`src/rtl/els_handler_consts.vh`:
```
/*
 extended link service handler constants: frame identification, command
 codes, payload words and reply reason codes.
 assumes the including file uses them with sized comparisons.
*/
`ifndef ELS_HANDLER_CONSTS_VH
`define ELS_HANDLER_CONSTS_VH
// frame identification
`define RCTL_ROUTE_ELS 4'h2
`define TYPE_ELS 8'h01
// command codes, bits 31-24 of the first payload word
`define CMD_POS 24
`define CMD_REJECT 8'h01
`define CMD_ACCEPT 8'h02
`define CMD_PORT_LOGIN 8'h03
`define CMD_FABRIC_LOGIN 8'h04
`define CMD_LOGOUT 8'h05
`define CMD_ABORT_XCHG 8'h06
`define CMD_SEQ_INIT_REQ 8'h0A
`define CMD_STREAMING 8'h0B
`define CMD_CREDIT_EST 8'h0C
`define CMD_CREDIT_ADV 8'h0D
`define CMD_LOOP_TEST 8'h11
`define CMD_REINSTATE_RQ 8'h12
// recovery qualifier status byte
`define RQ_NOT_NEEDED 8'h00
`define RQ_NEEDED 8'h80
// shared exchange identifier
`define XID_SHARED 16'hFFFF
// recovery qualifier seq_cnt range
`define RQ_LOW_CNT 16'h0000
`define RQ_HIGH_CNT 16'hFFFF
// reply reason codes (coded locally)
`define RSN_UNSUPPORTED 8'h0B
`define RSN_BAD_PAYLOAD 8'h03
`define RSN_IN_PROGRESS 8'h19
`define RSN_RQ_REQUIRED 8'h1F
`define RSN_NOT_PARTY 8'h09
// payload words of abort request
`define ABTX_WORDS 3'd3
`define ABTX_ASSOC_WORDS 4'd8
`endif

```
`src/rtl/els_handler.v`:
```
/*
 extended link service handler: decodes received link service requests word
 by word, validates abort exchange and login requests, and produces a reply
 command with reason, an exchange abort pulse and recovery qualifier state.
 assumes frame header fields are presented with frm_start, before the first payload word, and
 that payload words arrive synchronous to clk, one per cycle when valid.
*/
// Function
// - command code sits in bits 31-24
// - only first frame carries command word
// - decode reject, accept, requests, reserved codes
// - no initiative transfer aborts exchange, no reply
// - credit estimate and test get no reply
// - support both logins, logout, reinstate qualifier
// - port login answered accept or reject only
// - request and reply share one exchange
// - ox_id from originator, rx_id assigned here
// - payload lengths are whole words
// - colliding abort/initiative rejected when we originate
// - abort accepted only from exchange parties
// - terminated id pair must match request
// - classes 2/3 set qualifier zero to FFFF
// - status 00 or 80; reject if required
// - abort terminates all sequences, accept confirms
// - abort payload words and optional association header
// - abort accept payload is single word
// - routing 0010 and type 01 mark frame
`include "els_handler_consts.vh"
`default_nettype none
module els_handler (
   input wire clk,
   input wire rst_n,
   input wire clk_en,
   input wire frm_start,
   input wire [3:0] frm_route,
   input wire [7:0] frm_type,
   input wire frm_first_seq_frame,
   input wire [15:0] frm_ox_id,
   input wire [23:0] frm_s_id,
   input wire [1:0] frm_class,
   input wire frm_only_xchg,
   input wire word_valid,
   input wire [31:0] word_data,
   input wire frm_end,
   input wire frm_bytes_ok,
   input wire frm_seq_end,
   input wire frm_seq_init,
   input wire frm_login_bad,
   input wire assoc_hdr_req,
   input wire tgt_open,
   input wire tgt_we_orig,
   input wire tgt_own_abtx,
   input wire [15:0] tgt_ox_id,
   input wire [15:0] tgt_rx_id,
   input wire [23:0] tgt_orig_sid,
   input wire [23:0] tgt_resp_sid,
   input wire tgt_lost_frames,
   input wire [15:0] local_rx_id,
   output reg reply_valid,
   output reg [31:0] reply_word,
   output reg [7:0] reply_reason,
   output reg [15:0] reply_ox_id,
   output reg [15:0] reply_rx_id,
   output reg xchg_abort,
   output reg tgt_terminate,
   output reg rq_valid,
   output reg [15:0] rq_low,
   output reg [15:0] rq_high,
   output reg [7:0] cmd_seen
);
   // ************************************************************
   // states
   // ************************************************************
   localparam [2:0] ST_IDLE = 3'd0;
   localparam [2:0] ST_BODY = 3'd1;
   localparam [2:0] ST_SKIP = 3'd2;
   localparam [2:0] ST_WAIT = 3'd3;
   localparam [2:0] ST_DECIDE = 3'd4;

   reg [2:0] state_q;
   reg [7:0] cmd_q;
   reg [3:0] word_cnt_q;
   reg [7:0] rq_stat_q;
   reg [23:0] ab_sid_q;
   reg [15:0] ab_ox_q;
   reg [15:0] ab_rx_q;
   reg fmt_bad_q;
   reg si_q;
   reg [15:0] ox_q;
   reg [23:0] sid_q;
   reg [1:0] class_q;
   reg only_q;

   // ************************************************************
   // frame qualification
   // ************************************************************
   wire is_els = (frm_route == `RCTL_ROUTE_ELS) && (frm_type == `TYPE_ELS);
   wire [7:0] in_cmd = word_data[31:`CMD_POS];
   wire code_ok = (in_cmd >= `CMD_PORT_LOGIN) && (in_cmd <= `CMD_REINSTATE_RQ);
   wire is_reply = (in_cmd == `CMD_REJECT) || (in_cmd == `CMD_ACCEPT);
   wire [3:0] need_words = assoc_hdr_req ? ({1'b0, `ABTX_WORDS} + `ABTX_ASSOC_WORDS)
      : {1'b0, `ABTX_WORDS};

   // ************************************************************
   // reply sequence detection
   // ************************************************************
   // a received reply belongs to a request that this port sent, so it must
   // never reach the decision stage: there it would look like a reserved
   // request code and be answered with a reject. on the first payload word
   // the live code decides; on later words the captured code does.
   // the state register cannot be used for this, because a code word that
   // also ends the frame would have its skip overwritten at the frame end.
   wire reply_seq = (word_valid && (word_cnt_q == 4'h0)) ? is_reply
      : ((cmd_q == `CMD_REJECT) || (cmd_q == `CMD_ACCEPT));

   // ************************************************************
   // decision for a complete request
   // ************************************************************
   reg [1:0] act;
   reg [7:0] rsn;
   reg pair_ok;
   reg party_ok;
   always @*
   begin
      act = 2'd0; // 0 none, 1 accept, 2 reject, 3 abort exchange
      rsn = 8'h00;
      pair_ok = tgt_open && (ab_ox_q == tgt_ox_id) && (ab_rx_q == tgt_rx_id)
         && (ab_sid_q == tgt_orig_sid);
      party_ok = (sid_q == tgt_orig_sid) || (sid_q == tgt_resp_sid);
      if (!si_q)
      begin
         act = 2'd3;
      end
      else if (fmt_bad_q)
      begin
         act = 2'd2;
         rsn = `RSN_BAD_PAYLOAD;
      end
      else
      begin
         case (cmd_q)
            `CMD_CREDIT_EST, `CMD_LOOP_TEST:
               act = 2'd0;
            `CMD_PORT_LOGIN:
            begin
               act = frm_login_bad ? 2'd2 : 2'd1;
               rsn = frm_login_bad ? `RSN_BAD_PAYLOAD : 8'h00;
            end
            `CMD_FABRIC_LOGIN, `CMD_LOGOUT, `CMD_REINSTATE_RQ:
               act = 2'd1;
            `CMD_SEQ_INIT_REQ:
            begin
               act = (tgt_own_abtx && tgt_we_orig) ? 2'd2 : 2'd1;
               rsn = (tgt_own_abtx && tgt_we_orig) ? `RSN_IN_PROGRESS : 8'h00;
            end
            `CMD_ABORT_XCHG:
            begin
               act = 2'd2;
               if (!party_ok || !pair_ok)
                  rsn = `RSN_NOT_PARTY;
               else if (tgt_own_abtx && tgt_we_orig)
                  rsn = `RSN_IN_PROGRESS;
               else if ((rq_stat_q == `RQ_NOT_NEEDED) && tgt_lost_frames
                  && (class_q != 2'd1))
                  rsn = `RSN_RQ_REQUIRED;
               else if ((rq_stat_q != `RQ_NOT_NEEDED) && (rq_stat_q != `RQ_NEEDED))
                  rsn = `RSN_BAD_PAYLOAD;
               else
                  act = 2'd1;
            end
            default:
            begin
               act = 2'd2;
               rsn = `RSN_UNSUPPORTED;
            end
         endcase
      end
   end

   // ************************************************************
   // sequence capture and reply generation
   // ************************************************************
   // the reset branch loads constants only; while clk_en is low every
   // register, outputs included, keeps its value, so a pulse that was
   // raised in the last enabled cycle stays up until the next one.
   // a hazard for users: frame strobes presented while clk_en is low are
   // lost, so the frame source must be gated by the same enable.
   always @(posedge clk or negedge rst_n)
   begin
      if (!rst_n)
      begin
         state_q <= ST_IDLE;
         cmd_q <= 8'h00;
         word_cnt_q <= 4'h0;
         rq_stat_q <= 8'h00;
         ab_sid_q <= 24'h000000;
         ab_ox_q <= 16'h0000;
         ab_rx_q <= 16'h0000;
         fmt_bad_q <= 1'b0;
         si_q <= 1'b0;
         ox_q <= 16'h0000;
         sid_q <= 24'h000000;
         class_q <= 2'h0;
         only_q <= 1'b0;
         reply_valid <= 1'b0;
         reply_word <= 32'h00000000;
         reply_reason <= 8'h00;
         reply_ox_id <= 16'h0000;
         reply_rx_id <= 16'h0000;
         xchg_abort <= 1'b0;
         tgt_terminate <= 1'b0;
         rq_valid <= 1'b0;
         rq_low <= 16'h0000;
         rq_high <= 16'h0000;
         cmd_seen <= 8'h00;
      end
      else if (clk_en)
      begin
         reply_valid <= 1'b0;
         xchg_abort <= 1'b0;
         tgt_terminate <= 1'b0;
         case (state_q)
            ST_IDLE:
            begin
               // a new sequence starts with its first frame only
               if (frm_start && is_els && frm_first_seq_frame)
               begin
                  ox_q <= frm_ox_id;
                  sid_q <= frm_s_id;
                  class_q <= frm_class;
                  only_q <= frm_only_xchg;
                  fmt_bad_q <= 1'b0;
                  word_cnt_q <= 4'h0;
                  state_q <= ST_BODY;
               end
            end
            ST_BODY:
            begin
               if (word_valid)
               begin
                  if (word_cnt_q == 4'h0)
                  begin
                     cmd_q <= in_cmd;
                     cmd_seen <= in_cmd;
                     if (is_reply || !code_ok)
                        cmd_q <= is_reply ? in_cmd : 8'hFF;
                     state_q <= is_reply ? ST_SKIP : ST_BODY;
                  end
                  else if (cmd_q == `CMD_ABORT_XCHG)
                  begin
                     // abort payload: status and s_id, then ox_id and rx_id
                     if (word_cnt_q == 4'h1)
                     begin
                        rq_stat_q <= word_data[31:24];
                        ab_sid_q <= word_data[23:0];
                     end
                     if (word_cnt_q == 4'h2)
                     begin
                        ab_ox_q <= word_data[31:16];
                        ab_rx_q <= word_data[15:0];
                     end
                  end
                  if (word_cnt_q != 4'hF)
                     word_cnt_q <= word_cnt_q + 4'h1;
               end
               if (frm_end)
               begin
                  if (!frm_bytes_ok)
                     fmt_bad_q <= 1'b1;
                  // end of sequence: requests go on to a decision, replies
                  // are dropped; a frame that is not the last one waits for
                  // the continuation frame, or skips it for a reply
                  if (frm_seq_end)
                  begin
                     si_q <= frm_seq_init;
                     state_q <= reply_seq ? ST_IDLE : ST_DECIDE;
                  end
                  else
                     state_q <= reply_seq ? ST_SKIP : ST_WAIT;
               end
            end
            ST_WAIT:
            begin
               // later frames continue the payload, no command word
               if (frm_start && is_els)
                  state_q <= ST_BODY;
            end
            ST_SKIP:
            begin
               // replies are for the requester side, dropped here
               if (frm_end && frm_seq_end)
                  state_q <= ST_IDLE;
            end
            // decision cycle: the combinational verdict is turned into one
            // registered reply, or an exchange abort pulse, never both.
            // the short abort check comes first, since a missing id word
            // would leave the captured pair of an earlier request in place.
            // the id fields are refreshed on every decision, so they stand
            // with the pulse and hold until the next decision.
            ST_DECIDE:
            begin
               if ((cmd_q == `CMD_ABORT_XCHG) && (word_cnt_q < need_words) && si_q)
               begin
                  reply_valid <= 1'b1;
                  reply_word <= {`CMD_REJECT, 24'h000000};
                  reply_reason <= `RSN_BAD_PAYLOAD;
               end
               else if (act == 2'd3)
                  xchg_abort <= 1'b1;
               else if (act != 2'd0)
               begin
                  reply_valid <= 1'b1;
                  reply_word <= {(act == 2'd1) ? `CMD_ACCEPT : `CMD_REJECT, 24'h000000};
                  reply_reason <= rsn;
                  if ((act == 2'd1) && (cmd_q == `CMD_ABORT_XCHG))
                  begin
                     tgt_terminate <= 1'b1;
                     if (tgt_lost_frames && (class_q != 2'd1))
                     begin
                        rq_valid <= 1'b1;
                        rq_low <= `RQ_LOW_CNT;
                        rq_high <= `RQ_HIGH_CNT;
                     end
                  end
                  if ((act == 2'd1) && (cmd_q == `CMD_REINSTATE_RQ))
                     rq_valid <= 1'b0;
               end
               reply_ox_id <= ox_q;
               reply_rx_id <= only_q ? `XID_SHARED : local_rx_id;
               state_q <= ST_IDLE;
            end
            default:
               state_q <= ST_IDLE;
         endcase
      end
   end
endmodule // els_handler
`default_nettype wire

```
`config.mk`:
```
export PLATFORM = sky130hd
export DESIGN_NAME = els_handler
export DESIGN_NICKNAME = d
export VERILOG_FILES = /design/src/rtl/els_handler.v
export VERILOG_INCLUDE_DIRS = /design/src /design/src/rtl
export SDC_FILE = /design/constraint.sdc
export NUM_CORES = 1
export LEC_CHECK = 0
export ABC_AREA = 1
export CELL_PAD_IN_SITES_DETAIL_PLACEMENT = 1
export CELL_PAD_IN_SITES_GLOBAL_PLACEMENT = 1
export CORE_UTILIZATION = 35
export DETAILED_ROUTE_END_ITERATION = 16
export DONT_BUFFER_PORTS = 1
export PLACE_DENSITY_LB_ADDON = 0.08
export SETUP_SLACK_MARGIN = 0.3
export SLEW_MARGIN = 20
export SYNTH_ARGS = -nofsm -noshare
export SYNTH_HDL_FRONTEND = slang
export SYNTH_SLANG_ARGS = --single-unit
```
`constraint.sdc`:
```
create_clock -name clk -period 4.9 [get_ports clk]
set_input_delay 0.98 -clock clk [delete_from_list [all_inputs] [get_ports clk]]
set_output_delay 0.98 -clock clk [all_outputs]
set_load 0.02 [all_outputs]
```
======== After elaboration in Yosys (flattened, before gate mapping) ========
Index checks and enable logic that the tools add are counted.
word-level totals
  output and inout port bits .............. 116
  register bits after elaboration ......... 209
  input port bits ......................... 199
  logic and storage cells ................. 184
cells by class
  magnitude comparators ................... 3
  add/subtract/negate cells ............... 1
  eq/ne operators ......................... 40
  reductions and logical operators ........ 50
  bitwise logic cells ..................... 3
  multiplexer cells ....................... 64
operator list
  operator            count
  $mux 32             3
  $eq 24x24->1        3
  $mux 8              6
  $eq 16x16->1        2
  $mux 5              5
  $eq 8x1->1 const B  3
  $eq 8x2->1 const B  3
  $eq 8x3->1 const B  3
  $mux 2              12
  $mux 3              8
  $mux 1              20
  $pmux 5 s4          1
  $logic_and 1x1->1   18
  $reduce_and 6->1    3
  $eq 8x4->1 const B  2
  $eq 8x5->1 const B  2
  $mux 16             1
  $mux 4              4
  $ne 2x2->1 const B  8
  $reduce_and 7->1    2
  $pmux 3 s4          1
  $reduce_and 4->1    3
  $pmux 2 s5          1
  $reduce_and 5->1    2
  other kinds (30)    45

======== Depth between registers and ports, before layout ========
  depth after elaboration ................. 17
  depth in mapped cells ................... 20
  depth with buffers taken out ............ 20

======== Worst setup path after synthesis ========
OpenSTA, ideal clock, no wires.
  path type ............................... input to register
  from .................................... in tgt_orig_sid[12]
  to ...................................... reg reply_reason[2]
  cell stages on the path ................. 17
  buffers on the path ..................... 0
  slack ................................... 2.128 ns
  data arrival time ....................... 2.650 ns
  data required time ...................... 4.778 ns
  path through ............................ xnor2_1 > nand2_1 > nor2_1 > nand3_1 > nor2_1 > nand4_1 > o21ai_0 > nand2_1 > nand2_1 > inv_1 > ha_1 > inv_1 > nand2_1 > a21oi_4 > inv_1 > nand2_1 > o21ai_1
between the ends
  longest elaborated chain between the ends .. 11
ends and longest elaborated chain
  what                                                   RTL line                              RTL
  start, declared                                        els_handler.v:55                      input wire [23:0] tgt_orig_sid,
  $eq 24x24->1, on equally long branches                 els_handler.v:129, els_handler.v:128
  $logic_or 1x1->1 or $logic_and 1x1->1 (tied branches)  els_handler.v:129, els_handler.v:128
  $logic_not 1->1                                        els_handler.v:159                     if (!party_ok || !pair_ok)
  $logic_or 1x1->1 (*)                                   els_handler.v:159
  $mux 2 or $mux 5 (tied branches)                       els_handler.v:159
  $pmux 2 s5 or $pmux 5 s4 (tied branches)               els_handler.v:141                     case (cmd_q)
  $mux 2 or $mux 5 (tied branches)                       els_handler.v:134                     else if (fmt_bad_q)
  $mux 2 or $mux 8 (tied branches)                       els_handler.v:130                     if (!si_q)
  $eq 2x2->1 (tied with other cells)                     els_handler.v:308                     else if (act == 2'd3)
  $ne 2x2->1 (no line) (tied with other cells)           -
  $reduce_and 4->1 (no line) or $mux 8 (tied branches)   -
  end signal, assigned                                   els_handler.v:306                     reply_reason <= `RSN_BAD_PAYLOAD;
  end signal, assigned                                   els_handler.v:314                     reply_reason <= rsn;
  end, declared                                          els_handler.v:61                      output reg [7:0] reply_reason,
Every way passes the cells marked *; elsewhere a longest branch is shown, timed or not. The select of a mux whose other input is x is not followed.
A chain may end at the register's enable or synchronous reset.

======== Worst setup path after layout ========
  from .................................... in tgt_resp_sid[18]
  to ...................................... reg rq_valid
between the ends
  longest elaborated chain between the ends .. 12
ends and longest elaborated chain
  what                                         RTL line                              RTL
  start, declared                              els_handler.v:56                      input wire [23:0] tgt_resp_sid,
  $eq 24x24->1 (*)                             els_handler.v:129                     party_ok = (sid_q == tgt_orig_sid) || (sid_q == tgt_resp_sid);
  $logic_or 1x1->1 (*)                         els_handler.v:129
  $logic_not 1->1 (*)                          els_handler.v:159
  $logic_or 1x1->1 (*)                         els_handler.v:159
  $mux 2 (*)                                   els_handler.v:159
  $pmux 2 s5 (*)                               els_handler.v:141
  $mux 2 (*)                                   els_handler.v:134
  $mux 2 (*)                                   els_handler.v:130
  $eq 2x1->1                                   els_handler.v:315, els_handler.v:325
  $logic_and 1x1->1, on equally long branches  els_handler.v:325, els_handler.v:315
  $reduce_bool 2->1 (no line)                  -
  $reduce_and 7->1 (no line)                   -
  end signal, assigned                         els_handler.v:212                     rq_valid <= 1'b0;
  end signal, assigned                         els_handler.v:320                     rq_valid <= 1'b1;
  end signal, assigned                         els_handler.v:326                     rq_valid <= 1'b0;
  end, declared                                els_handler.v:66                      output reg rq_valid,
Every way passes the cells marked *; elsewhere a longest branch is shown, timed or not.

==> qor.yml <==
run_status:
  status: "complete, no violations"
pwr:
  p_clk_frac: 0.349
  p_int_mw: 2.503
  seqPwrFrac: 0.495
  ir_worst_vdd_mv: 0.3219
  power_frac_comb: 0.157
  p_per_area_nw_per_um2: 347.2
  leakagePower_nw: 6.076
  power_switching_mw: 1.378
  switching_share: 0.3551
route:
  routed_wl_um: 31950
  drc: 0
  ant_nets: 0
  drt-initial-drc-count: 338
  via_per_inst: 4.648
  vias: 8501
  drt_pre_antenna_iters: 5
  post_drt_wl_per_cell_um: 17.47
floorplanning:
  die_y_um: 175.4
  pin_count: 315
  initial_core_util: 0.3552
  dieArea_um2: 30770
  die_w_um: 175.4
  core.rowCount: 63
  fp.coreArea_um2: 29640
sta:
  slew_viol_final: 0
  finalSetupViolations: 0
  clock-skew-final_ns: 0.01107
  finalWorstSetupSlack_ns: 1.874
  timing.fmax_mhz: 330.5
  slew-limit-headroom: 0.3817
  finalHoldViolCount: 0
  tightest_slew_ns: 0.9274
  finalCritPeriodShare: 0.6175
  tns_ns: 0
  fin_crit_ns: 3.026
  rsz0062_at_grt: "no"
logic_synthesis:
  yosysWarnings: 0
  synth_cell_types: 47
  synthArstFlopShare: 1.000
  yosysTopAreaCellShare: 0.4184
  synth.ff_latch_count: 176
  synth_ff_type: "dfrtp_1"
  synth_edf_count: 0
  synth_area_leader_cell: "dfrtp_1"
  syn_area_um2: 10530
  yosysSeqAreaShare: 0.4184
  avgSynthCellArea_um2: 7.300
  synthTopCellsByArea: "dfrtp_1 42%, nand2_1 18%, inv_1 8.1%"
  synth_cells: 1442
setup_path:
  timing.rr.start: "sid_q[18]"
  worstPathArrival_ns: 3.40
  required_ns: 5.27
  cp_max_fo: 4
  cpPeakStageDelay_ns: 0.33
  crit_chain: "inv_1, nand2_1, nand2_1, nor2_1, nand2_1, nor2_1, nand3_1, nand2_1, nand4_1, o21ai_0, nand2_1, nand2_1, inv_1, ha_1, inv_1, nand4_2, nor2_2, nand4_1, a21oi_1"
  worst_setup_path_start_kind: "input port"
  startpoint: "tgt_resp_sid[18]"
  cp_common_cell: "nand2_1"
  slowest_stage: "nor2_1"
  worstSetupEndpointType: "flip-flop"
  path_class: "in2reg"
clock_tree:
  htreeDepth: 4
  clock_latency_ns: 0.45
  clock_sinks: 176
  cts-buffers-inserted: 17
  cts_setup_buffers: 0
  clk_pin_slew_ns: 0.07
  hold_buffers: 0
  cts_resized: 0
  cts.path.max_buffers: 2
  root_buffer: "clkbuf_16"
  cts_tree: "done"
layout:
  postLayoutCoreUtil: 0.3772
  fill_cells: 3766
  drive_gt1_frac: 0.07719
  nNetsFinal: 1632
  instances_no_fill: 1829
  syn2layout_area_growth_pct: 6.193
  design_area_um2: 11180
global_routing:
  grt_pass1_vias: 9014
  grt.total_usage: 0.2150
  grt_use_met1: 0.2471
  grt_use_met2: 0.3753
  antenna_found_initial: 5
  grt_max_degree: 177
  gr-total-overflow: 0
  met3_usage: 0.08312
  grt_busiest_layer: "met2"
  grt_pass1_wl_um: 50390
placement:
  place_congestion: 0.8495
  dp_hpwl_um: 25090
  place_area_um2: 10610
  portBuffers: 0
  post-place-cells: 1796
  place_ws_ns: 1.445
worst_hold_path:
  hp-class: "in2async"
run:
  cap_violations: 0
-- state kept, by name (all words and copies together), names as in the netlist, 3 cells and up --
signal,count
cmd_seen,8
rq_stat_q,8
reply_rx_id,16
ab_rx_q,16
sid_q,24
ab_ox_q,16
word_cnt_q,4
ab_sid_q,24
ox_q,16
cmd_q,8
reply_ox_id,16
state_q,3
reply_reason,5
-- placed cells by master, fill, tap and decap left out, types with 3 or more instances in the layout --
cell type	Yosys	final
inv_2	9	9
nand2_1	514	514
o21ai_1	8	8
a22oi_1	3	3
clkbuf_16	0	17
xor2_1	8	8
dfrtp_1	176	175
o21ai_0	101	101
nor4_1	8	8
buf_4	64	5
nand3_1	24	24
inv_1	227	227
mux2_2	3	3
nor2_1	139	139
nor2_2	4	4
nand4_1	18	18
mux2_4	40	40
nand2_2	5	5
nor3b_1	3	3
a211oi_1	4	4
conb_1	1	49
nor3_1	7	7
xnor2_1	6	6
ha_1	8	8
a21oi_1	13	13
inv_6	0	7
-- final timing paths --
path                       slack (ns)              to  depth (start not counted)
hold / removal                   0.23     ab_sid_q[0]                          0
setup reg to reg                 1.93        rq_valid                         19
max in group asynchronous        4.18     ab_ox_q[13]                          0
hold reg to reg                  0.48  reply_ox_id[1]                          2
min in group clk                 0.48  reply_ox_id[1]                          2
setup / recovery                 1.87        rq_valid                         19
-- through the flow --
step | total power [mW] | hold WS, ns
after global routing | 4.109 | 0.2011
after floorplan | 2.425 | 0.4451
after detailed placement | 2.568 | 0.4641
final | 3.881 | 0.2263
after CTS | 3.946 | 0.2087
after global placement | 2.546 | 0.4595
-- logic make-up (layout without fill, tap and decap cells) --
group | Yosys count | count (layout) | synth area share
AOI/OAI and AO/OA | 138 | 138 | 0.07096
xor gates and xnor gates | 14 | 14 | 0.01165
adders and majority gates | 8 | 8 | 0.009509
buffers and inverters | 325 | 273 | 0.1432
DFF | 176 | 176 | 0.4184
muxes | 43 | 43 | 0.06026
other | 1 | 50 | 0.0003562
and+or+nand+nor | 737 | 737 | 0.2856
-- power by group through the flow --
stage                     Combinational [mW]  Clock [mW]  Sequential (mW)
after floorplan                        0.526           0             1.90
after CTS                              0.622        1.40             1.92
after detailed placement               0.620           0             1.95
after global placement                 0.599           0             1.95
final                                  0.608        1.35             1.92
after global routing                   0.721        1.45             1.94
-- area by class of cell --
class	count	area, µm²	share of cell area
multi-input combinational	989	4795	0.4289
sequential	176	4408	0.3943
inverter	236	885.9	0.07925
tap	390	488.0	0.04365
clock buffer	19	442.9	0.03962
clock inverter	13	118.9	0.01063
timing repair buffer	5	37.54	0.003358
antenna	1	2.502	0.0002239
-- routing by layer --
metal  wire length (µm)  part of all wire
met5                 41            0.0013
met4                380             0.012
met3               2692             0.084
met2              15780              0.49
met1              13050              0.41
-- worst max-delay path, delay by kind of cell --
family	cells	cell delay, ns
AOI/OAI and AO/OA	2	0.36
adders and majority gates	1	0.19
buffers and inverters	3	0.16
and+or+nand+nor	13	1.72
-- synth_stat cells, types with 9 or more instances --
cell      count
dfrtp_1     176
inv_1       227
inv_2         9
buf_4        64
nand3_1      24
clkbuf_1     17
nor2_1      139
mux2_4       40
a21oi_1      13
nand2_1     514
nand4_1      18
o21ai_0     101
No activity file was read; power rests on OpenSTA's default activity.
